File: config.mk
export PLATFORM = sky130hd
export DESIGN_NAME = dcid_decoder
export DESIGN_NICKNAME = d
export VERILOG_FILES = /design/src/hdl/dcid_pkg.sv /design/src/hdl/dcid_decoder.sv
export VERILOG_INCLUDE_DIRS = /design/src /design/src/hdl
export SDC_FILE = /design/constraint.sdc
export NUM_CORES = 1
export LEC_CHECK = 0
export ABC_AREA = 1
export BUFFER_PORTS_ARGS = -buffer_cell sky130_fd_sc_hd__buf_2
export CORE_AREA = 3 3 355 252
export CTS_CLUSTER_SIZE = 25
export DETAILED_ROUTE_END_ITERATION = 12
export DIE_AREA = 0 0 358 255
export PLACE_DENSITY_LB_ADDON = 0.15
export SLEW_MARGIN = 0
export SYNTH_ARGS = -nofsm -noshare
export SYNTH_HDL_FRONTEND = slang
export SYNTH_SLANG_ARGS = --single-unit
File: constraint.sdc
create_clock -name CORE_CLK -period 4.3 [get_ports CORE_CLK]
set_clock_uncertainty 0.1 [all_clocks]
set_input_delay 0.215 -clock CORE_CLK [delete_from_list [all_inputs] [get_ports CORE_CLK]]
set_output_delay 0.215 -clock CORE_CLK [all_outputs]
set_load 0.005 [all_outputs]
File: src/hdl/dcid_cfg.svh
`ifndef DCID_CFG_SVH
`define DCID_CFG_SVH

// register byte offsets
`define DCID_CTRL_OFS        8'h00
`define DCID_CFG_OFS         8'h04
`define DCID_ASSIGN_OFS      8'h08
`define DCID_STATUS_OFS      8'h0c
`define DCID_FCLASS_OFS      8'h10
`define DCID_TAB_BASE        8'h40

// control vector field positions
`define DCID_ON_OFF1_POS     0
`define DCID_FRESET_POS      1
`define DCID_TORQUE_POS      2
`define DCID_MSEL_POS        3
`define DCID_RAMP_POS        5
`define DCID_INTEG_POS       6
`define DCID_PSET_POS        7
`define DCID_FBYP_POS        10
`define DCID_FIX_POS         11
`define DCID_CTRL_W          15

// configuration field positions
`define DCID_CFG_BUS_POS     0
`define DCID_CFG_PON_POS     1
`define DCID_CFG_LP_POS      2
`define DCID_CFG_VAR_POS     4
`define DCID_CFG_PER_POS     16

// reset values
`define DCID_CTRL_RST        15'h0000
`define DCID_CFG_RST         32'h03e8_0005
`define DCID_ASSIGN_RST      15'h7fff
`define DCID_FCLASS_RST      8'h00

`define DCID_FAULT_W         8
`define DCID_SPD_W           16

`endif

File: src/hdl/dcid_pkg.sv
package dcid_pkg;

    typedef enum logic [2:0] {
        DRV_OPERATE = 3'b001,
        DRV_FAULT   = 3'b010,
        DRV_INHIBIT = 3'b100
    } dcid_drive_e;

    typedef logic [1:0] dcid_resp_t;

    localparam dcid_resp_t RESP_OKAY   = 2'b00;
    localparam dcid_resp_t RESP_SLVERR = 2'b10;

endpackage

File: src/hdl/dcid_decoder.sv
// Functional notes
// - fault memory cleared and faults acknowledged only on rising edge of fault reset
// - faults of the power-cycle class stay latched despite a fault reset edge
// - fault state holds until all causes go and the fault memory is cleared; fieldbus mode then enters power-on inhibit
// - power-on inhibit config lets acknowledge pass with on/off1 high; drive stays inhibited in fieldbus mode only
// - torque mode input 1 gives open-loop torque control, 0 closed-loop speed
// - two motor select bits, first is low bit, values 0..3 pick sets 1..4
// - motor selected outputs follow the active motor data set for contactor switching
// - ramp bypass 1 disables the ramp generator as zero ramp times, 0 enables it
// - integrator inhibit 1 clears and holds the speed integral term, 0 normal
// - three parameter set bits, first is low bit, select parameter sets 0..7
// - selection bits with no input assigned read as 0 in terminal mode
// - four fixed speed bits; 0 cancels, 1..15 apply stored fixed setpoint
// - with fixed setpoint cancelled the analog setpoint is used
// - first setpoint filter switched in or out by the bypass input level
// - filter bypass 1 disables the low-pass filter, 0 enables it
// - filter bypass honoured only when the filter is configured as low-pass
//
// Design decisions made here: the address map and the AXI4-Lite interface to the registers.
`include "dcid_cfg.svh"
`timescale 1ns/1ns
`default_nettype none

module dcid_decoder
    import dcid_pkg::*;
(
    // clock and reset
    input  wire logic                     CORE_CLK,
    input  wire logic                     RST,
    // axi4-lite write address
    input  wire logic [7:0]               S_AXI_AWADDR,
    input  wire logic                     S_AXI_AWVALID,
    output var  logic                     S_AXI_AWREADY,
    // axi4-lite write data
    input  wire logic [31:0]              S_AXI_WDATA,
    input  wire logic [3:0]               S_AXI_WSTRB,
    input  wire logic                     S_AXI_WVALID,
    output var  logic                     S_AXI_WREADY,
    // axi4-lite write response
    output var  logic [1:0]               S_AXI_BRESP,
    output var  logic                     S_AXI_BVALID,
    input  wire logic                     S_AXI_BREADY,
    // axi4-lite read
    input  wire logic [7:0]               S_AXI_ARADDR,
    input  wire logic                     S_AXI_ARVALID,
    output var  logic                     S_AXI_ARREADY,
    output var  logic [31:0]              S_AXI_RDATA,
    output var  logic [1:0]               S_AXI_RRESP,
    output var  logic                     S_AXI_RVALID,
    input  wire logic                     S_AXI_RREADY,
    // input terminals and drive-side inputs
    input  wire logic [`DCID_CTRL_W-1:0]  TERM_IN,
    input  wire logic [`DCID_FAULT_W-1:0] FAULT_CAUSE,
    input  wire logic [`DCID_SPD_W-1:0]   ANALOG_SETPOINT,
    // decoded drive actions
    output var  logic [3:0]               MOTOR_SEL,
    output var  logic                     TORQUE_MODE,
    output var  logic                     RAMP_BYPASS,
    output var  logic                     INTEG_INHIBIT,
    output var  logic [2:0]               PARAM_SET,
    output var  logic                     FILTER_BYPASS,
    output var  logic                     FIXED_ACTIVE,
    output var  logic [`DCID_SPD_W-1:0]   SPEED_SETPOINT,
    // fault handling
    output var  logic                     FAULT_ACK,
    output var  logic                     FAULT_ACTIVE,
    output var  logic                     POWER_ON_INHIBIT
);

    function automatic logic [31:0] wmerge(input logic [31:0] old,
                                           input logic [31:0] data,
                                           input logic [3:0]  strb);
        logic [31:0] r;
        r = old;
        for (int i = 0; i < 4; i++) begin
            r[i*8 +: 8] = strb[i] ? data[i*8 +: 8] : old[i*8 +: 8];
        end
        return r;
    endfunction

    // binary selection field of a sampled control vector
    function automatic logic [3:0] field(input logic [`DCID_CTRL_W-1:0] v,
                                         input int pos,
                                         input int width);
        logic [3:0] r;
        r = 4'h0;
        for (int i = 0; i < width; i++) begin
            r[i] = v[pos + i];
        end
        return r;
    endfunction

    // registers
    logic [`DCID_CTRL_W-1:0]   ctrl_reg;
    logic [31:0]               cfg_reg;
    logic [`DCID_CTRL_W-1:0]   assign_reg;
    logic [`DCID_FAULT_W-1:0]  fclass_reg;
    logic [`DCID_SPD_W-1:0]    fix_tab [1:15];

    // bus slave state
    logic                      aw_have_reg;
    logic [7:0]                aw_addr_reg;
    logic                      w_have_reg;
    logic [31:0]               w_data_reg;
    logic [3:0]                w_strb_reg;

    // terminal synchroniser
    logic [`DCID_CTRL_W-1:0]   term_s1_reg;
    logic [`DCID_CTRL_W-1:0]   term_s2_reg;
    logic [`DCID_CTRL_W-1:0]   term_s3_reg;
    logic [`DCID_CTRL_W-1:0]   term_reg;

    // interpolation clock and samples
    logic [15:0]               tick_cnt_reg;
    logic                      tick_reg;
    logic [`DCID_CTRL_W-1:0]   smp_reg;
    logic                      freset_prev_reg;
    logic [`DCID_FAULT_W-1:0]  fault_reg;
    dcid_drive_e               drv_reg;
    dcid_drive_e               drv_next;

    // ---------------- bus decode ----------------
    wire        bus_mode     = cfg_reg[`DCID_CFG_BUS_POS];
    wire        pon_cfg      = cfg_reg[`DCID_CFG_PON_POS];
    wire        lowpass_cfg  = cfg_reg[`DCID_CFG_LP_POS];
    wire [15:0] period       = cfg_reg[`DCID_CFG_PER_POS +: 16];

    wire        wr_go        = aw_have_reg && w_have_reg && !S_AXI_BVALID;
    wire        wr_ctrl      = wr_go && aw_addr_reg == `DCID_CTRL_OFS;
    wire        wr_cfg       = wr_go && aw_addr_reg == `DCID_CFG_OFS;
    wire        wr_assign    = wr_go && aw_addr_reg == `DCID_ASSIGN_OFS;
    wire        wr_fclass    = wr_go && aw_addr_reg == `DCID_FCLASS_OFS;
    wire [3:0]  wr_tidx      = aw_addr_reg[5:2];
    wire        wr_tab_hit   = aw_addr_reg[7:6] == 2'b01 && wr_tidx != 4'h0 && aw_addr_reg[1:0] == 2'b00;
    wire        wr_tab       = wr_go && wr_tab_hit;
    wire        wr_hit       = wr_ctrl || wr_cfg || wr_assign || wr_fclass || wr_tab
                               || (wr_go && aw_addr_reg == `DCID_STATUS_OFS);
    wire [31:0] wr_cfg_val   = wmerge(cfg_reg, w_data_reg, w_strb_reg);
    wire [31:0] wr_ctrl_val  = wmerge({17'h0, ctrl_reg}, w_data_reg, w_strb_reg);
    wire [31:0] wr_asg_val   = wmerge({17'h0, assign_reg}, w_data_reg, w_strb_reg);
    wire [31:0] wr_fcl_val   = wmerge({24'h0, fclass_reg}, w_data_reg, w_strb_reg);
    wire [31:0] wr_tab_val   = wmerge({16'h0, fix_tab[wr_tidx == 4'h0 ? 4'h1 : wr_tidx]}, w_data_reg, w_strb_reg);

    wire        rd_take      = S_AXI_ARVALID && S_AXI_ARREADY;
    wire [3:0]  rd_tidx      = S_AXI_ARADDR[5:2];
    wire        rd_tab       = S_AXI_ARADDR[7:6] == 2'b01 && rd_tidx != 4'h0 && S_AXI_ARADDR[1:0] == 2'b00;
    wire [31:0] status_word  = {8'h0, fault_reg, 5'h0, PARAM_SET, MOTOR_SEL,
                                1'b0, FIXED_ACTIVE, POWER_ON_INHIBIT, FAULT_ACTIVE};
    logic [31:0] rd_data;
    logic        rd_hit;

    always_comb begin
        rd_hit  = 1'b1;
        rd_data = 32'h0;
        if (rd_tab) begin
            rd_data = {16'h0, fix_tab[rd_tidx]};
        end else begin
            unique case (S_AXI_ARADDR)
                `DCID_CTRL_OFS:   rd_data = {17'h0, ctrl_reg};
                `DCID_CFG_OFS:    rd_data = cfg_reg;
                `DCID_ASSIGN_OFS: rd_data = {17'h0, assign_reg};
                `DCID_STATUS_OFS: rd_data = status_word;
                `DCID_FCLASS_OFS: rd_data = {24'h0, fclass_reg};
                default:          rd_hit  = 1'b0;
            endcase
        end
    end

    // ---------------- bus slave ----------------
    always_ff @(posedge CORE_CLK) begin
        if (RST) begin
            aw_have_reg   <= 1'b0;
            aw_addr_reg   <= 8'h00;
            w_have_reg    <= 1'b0;
            w_data_reg    <= 32'h0;
            w_strb_reg    <= 4'h0;
            S_AXI_AWREADY <= 1'b0;
            S_AXI_WREADY  <= 1'b0;
            S_AXI_BVALID  <= 1'b0;
            S_AXI_BRESP   <= RESP_OKAY;
        end else begin
            // ready is dropped once an item is held so each channel stalls alone
            S_AXI_AWREADY <= !aw_have_reg && !(S_AXI_AWVALID && S_AXI_AWREADY) && !wr_go;
            S_AXI_WREADY  <= !w_have_reg && !(S_AXI_WVALID && S_AXI_WREADY) && !wr_go;
            if (S_AXI_AWVALID && S_AXI_AWREADY) begin
                aw_have_reg <= 1'b1;
                aw_addr_reg <= S_AXI_AWADDR;
            end
            if (S_AXI_WVALID && S_AXI_WREADY) begin
                w_have_reg <= 1'b1;
                w_data_reg <= S_AXI_WDATA;
                w_strb_reg <= S_AXI_WSTRB;
            end
            if (wr_go) begin
                aw_have_reg  <= 1'b0;
                w_have_reg   <= 1'b0;
                S_AXI_BVALID <= 1'b1;
                S_AXI_BRESP  <= wr_hit ? RESP_OKAY : RESP_SLVERR;
            end else if (S_AXI_BVALID && S_AXI_BREADY) begin
                S_AXI_BVALID <= 1'b0;
            end
        end
    end

    always_ff @(posedge CORE_CLK) begin
        if (RST) begin
            S_AXI_ARREADY <= 1'b0;
            S_AXI_RVALID  <= 1'b0;
            S_AXI_RDATA   <= 32'h0;
            S_AXI_RRESP   <= RESP_OKAY;
        end else begin
            S_AXI_ARREADY <= !S_AXI_RVALID && !rd_take;
            if (rd_take) begin
                S_AXI_RVALID <= 1'b1;
                S_AXI_RDATA  <= rd_data;
                S_AXI_RRESP  <= rd_hit ? RESP_OKAY : RESP_SLVERR;
            end else if (S_AXI_RVALID && S_AXI_RREADY) begin
                S_AXI_RVALID <= 1'b0;
            end
        end
    end

    // ---------------- software registers ----------------
    always_ff @(posedge CORE_CLK) begin
        if (RST) begin
            ctrl_reg   <= `DCID_CTRL_RST;
            cfg_reg    <= `DCID_CFG_RST;
            assign_reg <= `DCID_ASSIGN_RST;
            fclass_reg <= `DCID_FCLASS_RST;
        end else begin
            if (wr_ctrl) begin
                ctrl_reg <= wr_ctrl_val[`DCID_CTRL_W-1:0];
            end
            if (wr_cfg) begin
                cfg_reg <= wr_cfg_val;
            end
            if (wr_assign) begin
                assign_reg <= wr_asg_val[`DCID_CTRL_W-1:0];
            end
            if (wr_fclass) begin
                fclass_reg <= wr_fcl_val[`DCID_FAULT_W-1:0];
            end
        end
    end

    // setpoint table holds data only, so it needs no reset
    always_ff @(posedge CORE_CLK) begin
        if (wr_tab) begin
            fix_tab[wr_tidx] <= wr_tab_val[`DCID_SPD_W-1:0];
        end
    end

    // ---------------- terminals ----------------
    always_ff @(posedge CORE_CLK) begin
        if (RST) begin
            term_s1_reg <= '0;
            term_s2_reg <= '0;
            term_s3_reg <= '0;
            term_reg    <= '0;
        end else begin
            term_s1_reg <= TERM_IN;
            term_s2_reg <= term_s1_reg;
            term_s3_reg <= term_s2_reg;
            // a bit follows only when the second and third stage agree
            term_reg <= (term_s2_reg & term_s3_reg) | (term_reg & (term_s2_reg | term_s3_reg));
        end
    end

    // unassigned terminal bits read as 0; fieldbus mode takes the control word
    wire [`DCID_CTRL_W-1:0] ctrl_src = bus_mode ? ctrl_reg : (term_reg & assign_reg);

    // ---------------- interpolation clock ----------------
    always_ff @(posedge CORE_CLK) begin
        if (RST) begin
            tick_cnt_reg <= 16'h0;
            tick_reg     <= 1'b0;
        end else begin
            tick_cnt_reg <= (tick_cnt_reg != 16'h0) ? tick_cnt_reg - 16'h1 : (period == 16'h0) ? 16'h0 : period - 16'h1;
            tick_reg     <= tick_cnt_reg == 16'h0;
        end
    end

    // ---------------- sampled decode ----------------
    wire [3:0]  s_msel    = field(smp_reg, `DCID_MSEL_POS, 2);
    wire [3:0]  s_pset    = field(smp_reg, `DCID_PSET_POS, 3);
    wire [3:0]  s_fix     = field(smp_reg, `DCID_FIX_POS, 4);
    wire        s_freset  = smp_reg[`DCID_FRESET_POS];
    wire        s_onoff1  = smp_reg[`DCID_ON_OFF1_POS];
    // steady levels of fault reset do nothing, only the 0 to 1 step
    wire        reset_edge = tick_reg && s_freset && !freset_prev_reg;
    wire        ack_ok    = reset_edge && (!s_onoff1 || pon_cfg);
    wire [`DCID_FAULT_W-1:0] clr_mask = ack_ok ? ~fclass_reg : '0;
    // a fault cause still present re-sets its bit, so the set wins over the clear
    wire [`DCID_FAULT_W-1:0] fault_next = (fault_reg & ~clr_mask) | FAULT_CAUSE;

    always_comb begin
        drv_next = drv_reg;
        unique case (drv_reg)
            DRV_OPERATE: begin
                if (fault_next != '0) begin
                    drv_next = DRV_FAULT;
                end
            end
            DRV_FAULT: begin
                if (fault_next == '0) begin
                    drv_next = bus_mode ? DRV_INHIBIT : DRV_OPERATE;
                end
            end
            DRV_INHIBIT: begin
                if (fault_next != '0) begin
                    drv_next = DRV_FAULT;
                end else if (tick_reg && !s_onoff1) begin
                    drv_next = DRV_OPERATE;
                end
            end
        endcase
    end

    always_ff @(posedge CORE_CLK) begin
        if (RST) begin
            smp_reg         <= '0;
            freset_prev_reg <= 1'b0;
            fault_reg       <= '0;
            drv_reg         <= DRV_OPERATE;
            FAULT_ACK       <= 1'b0;
            FAULT_ACTIVE    <= 1'b0;
            POWER_ON_INHIBIT <= 1'b0;
        end else begin
            // one sample per interpolation cycle makes multi-bit changes simultaneous
            if (tick_reg) begin
                smp_reg         <= ctrl_src;
                freset_prev_reg <= s_freset;
            end
            fault_reg        <= fault_next;
            drv_reg          <= drv_next;
            FAULT_ACK        <= ack_ok;
            FAULT_ACTIVE     <= drv_next == DRV_FAULT;
            POWER_ON_INHIBIT <= drv_next == DRV_INHIBIT;
        end
    end

    // ---------------- decoded actions ----------------
    always_ff @(posedge CORE_CLK) begin
        if (RST) begin
            MOTOR_SEL      <= 4'h1;
            TORQUE_MODE    <= 1'b0;
            RAMP_BYPASS    <= 1'b0;
            INTEG_INHIBIT  <= 1'b0;
            PARAM_SET      <= 3'h0;
            FILTER_BYPASS  <= 1'b0;
            FIXED_ACTIVE   <= 1'b0;
            SPEED_SETPOINT <= '0;
        end else begin
            MOTOR_SEL     <= 4'h1 << s_msel[1:0];
            TORQUE_MODE   <= smp_reg[`DCID_TORQUE_POS];
            RAMP_BYPASS   <= smp_reg[`DCID_RAMP_POS];
            INTEG_INHIBIT <= smp_reg[`DCID_INTEG_POS];
            PARAM_SET     <= s_pset[2:0];
            // bypass has no meaning unless the filter is a low-pass type
            FILTER_BYPASS <= smp_reg[`DCID_FBYP_POS] && lowpass_cfg;
            FIXED_ACTIVE  <= s_fix != 4'h0;
            SPEED_SETPOINT <= (s_fix != 4'h0) ? fix_tab[s_fix] : ANALOG_SETPOINT;
        end
    end

endmodule // dcid_decoder

`default_nettype wire

==> Word level (Yosys, flattened, before mapping) <==
Memory sizes are Yosys's and may differ from the RTL's. A register that Yosys moved wholly into a read port is not among the register bits.
Cells that the tools add are included.
{ "op_classes": {"muxes": 28, "n_reduce_logical": 69, "n_shift": 1, "add_sub_neg": 2, "bitwise_logic": 9, "eq_ne": 15} }
{ "ops": {"columns": ["op", "count"], "rows": [
  ["case mux 32 bit (5 select lines)", 1],
  ["2-to-1 mux 16 bit", 3],
  ["AND 15 bit", 3],
  ["== test 8 x 4 -> 1 bit (second input constant)", 4],
  ["zero test 16 bit", 2],
  ["2-to-1 mux 32 bit", 1],
  ["subtractor 16 x 1 -> 16 bit (second input constant)", 2],
  ["OR 15 bit", 2],
  ["logical AND 1 bit", 27],
  ["zero test 8 bit", 3],
  ["2-to-1 mux 8 bit", 3],
  ["AND reduction 2 bit", 9],
  ["== test 8 x 3 -> 1 bit (second input constant)", 2],
  ["== test 8 x 5 -> 1 bit (second input constant)", 2],
  ["inverter 8 bit", 2],
  ["nonzero test 16 bit", 1],
  ["2-to-1 mux 15 bit", 1],
  ["2-to-1 mux 3 bit", 5],
  ["2-to-1 mux 4 bit", 3],
  ["nonzero test 4 bit", 3],
  ["zero test 1 bit", 10],
  ["case mux 3 bit (3 select lines)", 1],
  ["AND 8 bit", 1],
  ["2-to-1 mux 1 bit", 8],
  ["other kinds (14)", 25]
]} }
{ "totals": {"inputBits": 98, "output_inout_bits": 72, "mem_bits_rw": 240, "memories": 1, "register_bits": 292} }
{ "memory_table": {"columns": ["memory", "depth", "word_bits", "rd", "rd_clocked_by_memory_dff", "wr", "line", "rtl"], "rows": [
  ["fix_tab", 15, 16, 3, 1, 1, "dcid_decoder.sv:98", "logic [`DCID_SPD_W-1:0] fix_tab [1:15];"]
]} }

==> Longest topological paths before layout <==
{ "depth": {"ltp_word": 11, "ltp_mapped": 13, "mapped_depth_nobuf": 12} }

==> Least setup slack after synthesis <==
OpenSTA, ideal clock, no wires.
{ "synth_path": {"path_kind": "register to register", "from": "register aw_addr_reg[5]", "to": "memory fix_tab[10][0] (netlist name) (enable)", "synth_period_minus_slack_ns": 2.342, "setup_ns": 0.388, "path_stages_with_launch": 6, "path_buffers": 1, "arrival_time_ns": 1.853, "slack_ns": 1.958, "path_cell_list": "dfxtp_1 -> inv_1 -> nor2_1 -> clkbuf_1 -> nand2_1 -> nor2_1"} }
{ "synth_via": {"elab_chain_cells": 6} }
{ "synth_rtl": {"columns": ["element", "line", "rtl"], "rows": [
  ["start, declared", "dcid_decoder.sv:102", "logic [7:0] aw_addr_reg;"],
  ["start signal, assigned", "dcid_decoder.sv:173", "aw_addr_reg <= 8'h00;"],
  ["start signal, assigned", "dcid_decoder.sv:187", "aw_addr_reg <= S_AXI_AWADDR;"],
  ["nonzero test 4 bit", "dcid_decoder.sv:134", "wire wr_tab_hit = aw_addr_reg[7:6] == 2'b01 && wr_tidx != 4'h0 && aw_addr_reg[1:0] == 2'b00;"],
  ["logical AND 1 bit (2 in series)", "dcid_decoder.sv:134", null],
  ["logical AND 1 bit", "dcid_decoder.sv:135", "wire wr_tab = wr_go && wr_tab_hit;"],
  ["2-to-1 mux 1 bit", "dcid_decoder.sv:248", "if (wr_tab) begin"],
  ["2-to-1 mux 1 bit", "dcid_decoder.sv:249", "fix_tab[wr_tidx] <= wr_tab_val[`DCID_SPD_W-1:0];"],
  ["end, declared", "dcid_decoder.sv:98", null]
]} }
Parallel ways exist; a longest one is shown, timed or not.

==> Worst setup path after layout <==
{ "layout_path": {"from": "register aw_addr_reg[3]", "to": "memory fix_tab[1][2] (netlist name), data pin"} }
{ "layout_via": {"elab_chain_cells": 4} }
{ "layout_rtl": {"columns": ["element", "line", "rtl"], "rows": [
  ["zero test 4 bit", "dcid_decoder.sv:142", "wire [31:0] wr_tab_val = wmerge({16'h0, fix_tab[wr_tidx == 4'h0 ? 4'h1 : wr_tidx]}, w_data_reg, w_strb_reg);"],
  ["2-to-1 mux 4 bit *", "dcid_decoder.sv:142", null],
  ["memory (15 x 16 bit) *", null, null],
  ["2-to-1 mux 8 bit *", "dcid_decoder.sv:76", "r[i*8 +: 8] = strb[i] ? data[i*8 +: 8] : old[i*8 +: 8];"],
  ["named net wr_tab_val[2]", "dcid_decoder.sv:142", null]
]} }
The timed path passes the listed nets; every way through them passes the cells marked *.

==> results by group <==
Run status
  • Status: completed

Synthesis
  • Post-Syn Area: 25800 sq um
  • Number of flops mapped to enable cells by yosys: 240
  • Async SR Flop Fraction: 0
  • Adder-cell share of the synthesized area: 0.00145
  • Seq/Total Area, Yosys: 0.507
  • Biggest area consumer among synthesized cells: edfxtp_1
  • Unique masters post-synth: 41
  • Synth Register Bits: 534
  • Syn Inst Count: 3351
  • Post-synthesis compound-gate area fraction: 0.158
  • Post-synthesis mux area share: 0
  • Synth Flop Type: dfxtp_1
  • Largest family of logic cells by synthesized area: simple AND/OR/NAND/NOR gates
  • XOR/XNOR Fraction of Synth Area: 0.00746
  • Post-synth top area share: 0.279
  • Number of synthesis warnings: 0
  • Mean area per synthesized cell: 7.71 sq um
  • Area fraction in and, or, nand and nor cells after synthesis: 0.239
  • Top cells by area, synth: edfxtp_1, dfxtp_1, nand2_1

Clocking
  • Worst-path clk slew: 0.07 ns
  • CTS tree: yes
  • Root Buffer: clkbuf_16
  • CTS buffer count: 53
  • Clock Tree Buf Depth: 3
  • CTS sink count: 534
  • CTS Hold Bufs: 83
  • Post-CTS Resized: 0
  • Htree depth: 2
  • Skew-Pair Late Insertion Delay: 0.63 ns
  • Post-CTS Setup Inserts: 0

Worst setup path
  • Worst path max stage delay: 0.92 ns
  • Endpoint class of the critical path: flop
  • Worst setup path category: reg -> reg
  • Critical path's top delay family: simple AND/OR/NAND/NOR gates
  • CP Cell Sequence: inv_4 > a21oi_4 > buf_4 > nor2_1 > o21ai_1 > nand2_1 > nand2_1 > nor2_1 > nor2_1
  • WP data arrival: 3.66 ns
  • Most used cell, CP: nor2_1
  • Worst Path Required: 4.44 ns
  • Worst Path Max Fanout: 17
  • Worst path bufs/invs: 2
  • Worst setup SP type: flop
  • Slowest cell on the critical path: nor2_1

Floorplan
  • Cell Rows: 90
  • Starting density of the core: 0.300
  • CORE AREA: 86000 sq um
  • DIE HEIGHT: 255 microns
  • Die ar.: 91300 sq um
  • # IOs: 170
  • Die extent in x: 358 microns

Detailed routing
  • Final WL: 105 mm
  • Initial DRC Count: 2514
  • Vias: 23996
  • Post-DR wirelength/cell: 22.1 microns
  • Final ANT Viol Nets: 0
  • Via density: 5.08
  • DRC viols: 0
  • Initial DRT Pass Iterations: 6

Placed design
  • DP Cell Count: 4546
  • Placed cell areas: 27900 sq um
  • Final HPWL DP: 69.9 mm
  • Port bufs: 167
  • Pre-CTS setup slack: 0.999 ns
  • Gpl congestion: 0.868

Global routing
  • Largest net degree at the start of global routing: 161
  • GRT Util Overall: 0.223
  • Vias in the first global route: 21948
  • Initial antenna violation count: 3
  • First-pass GRT wire length: 151 mm
  • Gr ovfl total: 0

Power and ir drop
  • Pwr/cell area: 463 nW/um^2
  • LEAKAGE: 12.7 nW
  • Tot Pwr: 14.2 mW
  • Peak supply drop: 0.000312 V

Timing
  • Crit path setup slack, layout: 0.780 ns
  • Tmin final: 3.52 ns
  • RSZ-0062 raised after global routing: no
  • Rel. slew slack: 0.172
  • Max Clock Freq: 284 MHz
  • WHS: 0.0320 ns
  • Final period util: 0.819
  • Finish-stage setup viols: 0
  • Final Hold Viols: 0
  • Max Slew Vio Count: 0
  • Worst-margin pin slew: 1.24 ns
  • Setup TNS: 0 ns

Cells and area
  • Share of layout cells above drive strength 1: 0.114
  • Largest register by flop count: fix_tab
  • NumNets Final: 3635
  • Fin cells: 4727
  • Fin area: 30700 sq um
  • Number of inserted diodes: 0
  • Fill cells: 9137
  • Layout area overhead: 18.6%
  • Max reg flops: 240
  • Post-layout util: 0.356

Min path
  • Worst min-delay path category: in -> reg

Job
  • Max_cap viols: 0
[cells in the mapped netlist, types with 3 or more instances]
cell type / instances
a211oi_1: 4
a211oi_2: 6
a21oi_1: 268
a221oi_1: 16
buf_1: 17
buf_2: 56
buf_4: 12
buf_6: 5
clkbuf_1: 102
clkinv_1: 7
dfxtp_1: 294
edfxtp_1: 240
ha_1: 3
inv_1: 352
inv_2: 9
nand2_1: 699
nand2_2: 11
nand3_1: 269
nand4_1: 16
nor2_1: 444
nor2_2: 9
nor2_4: 6
nor3_1: 14
o211ai_1: 101
o21ai_0: 284
o21ai_1: 49
o22ai_1: 3
or2_2: 17
xnor2_1: 4
xor2_1: 18
[per-layer routing]
| metal | GRT usage | vias up | share of wire |
|---|---|---|---|
| met5 | 0 | - | 0 |
| li1 | - | 11456 | - |
| met4 | 0.0443 | 0 | 0.017 |
| met1 | 0.345 | 11322 | 0.48 |
| met2 | 0.311 | 1101 | 0.40 |
| met3 | 0.0550 | 117 | 0.10 |
[final timing paths]
| check | end | depth (start not counted) | startpoint | slack [ns] |
|---|---|---|---|---|
| max | fix_tab[1][2] | 9 | aw_addr_reg[3] | 0.78 |
| min | aw_addr_reg[2] | 3 | S_AXI_AWADDR[2] | 0.03 |
| max reg2reg | fix_tab[1][2] | 9 | aw_addr_reg[3] | 0.78 |
| min reg2reg | term_s2_reg[6] | 2 | term_s1_reg[6] | 0.30 |
[area by class of cell]
| class | count | area [sq um] | share of cell area |
|---|---|---|---|
| flip-flops and latches | 534 | 13100 | 0.427 |
| multi-input cells | 2258 | 10600 | 0.344 |
| repair buffers | 319 | 2290 | 0.0746 |
| clock buffers | 79 | 1670 | 0.0545 |
| well taps | 1150 | 1440 | 0.0469 |
| inverters | 368 | 1390 | 0.0452 |
| clock inverters | 19 | 221 | 0.00722 |
[where the power goes]
group | total, mW | switching (mW) | internal, mW
Clock | 5.06 | 2.13 | 2.93
Sequential | 5.85 | 0.201 | 5.65
Combinational | 3.26 | 2.30 | 0.967
Total | 14.2 | 4.63 | 9.55
[cells by family (layout without fill, tap and decap cells)]
kind of cell	Yosys count	count (layout)
adder cells (fa/ha/maj)	3	3
AND/OR/NAND/NOR	1493	1493
XOR/XNOR	22	22
buffers and inverters	560	785
AO/OA/AOI/OAI	738	738
other	1	2
flip-flops	534	534
[cell usage in the layout, fill, tap and decap left out, types with 101 or more instances in the layout]
| cell | count |
|---|---|
| nand2_1 | 698 |
| nor2_1 | 429 |
| inv_1 | 351 |
| dfxtp_1 | 291 |
| o21ai_0 | 284 |
| nand3_1 | 269 |
| a21oi_1 | 268 |
| edfxtp_1 | 240 |
| buf_2 | 166 |
| o211ai_1 | 101 |
[tightest hold or removal path: stages]
cell	delay, ns
buf_2	0.09
o21ai_0	0.21
a21oi_1	0.20
No activity file was read; power rests on OpenSTA's default activity.
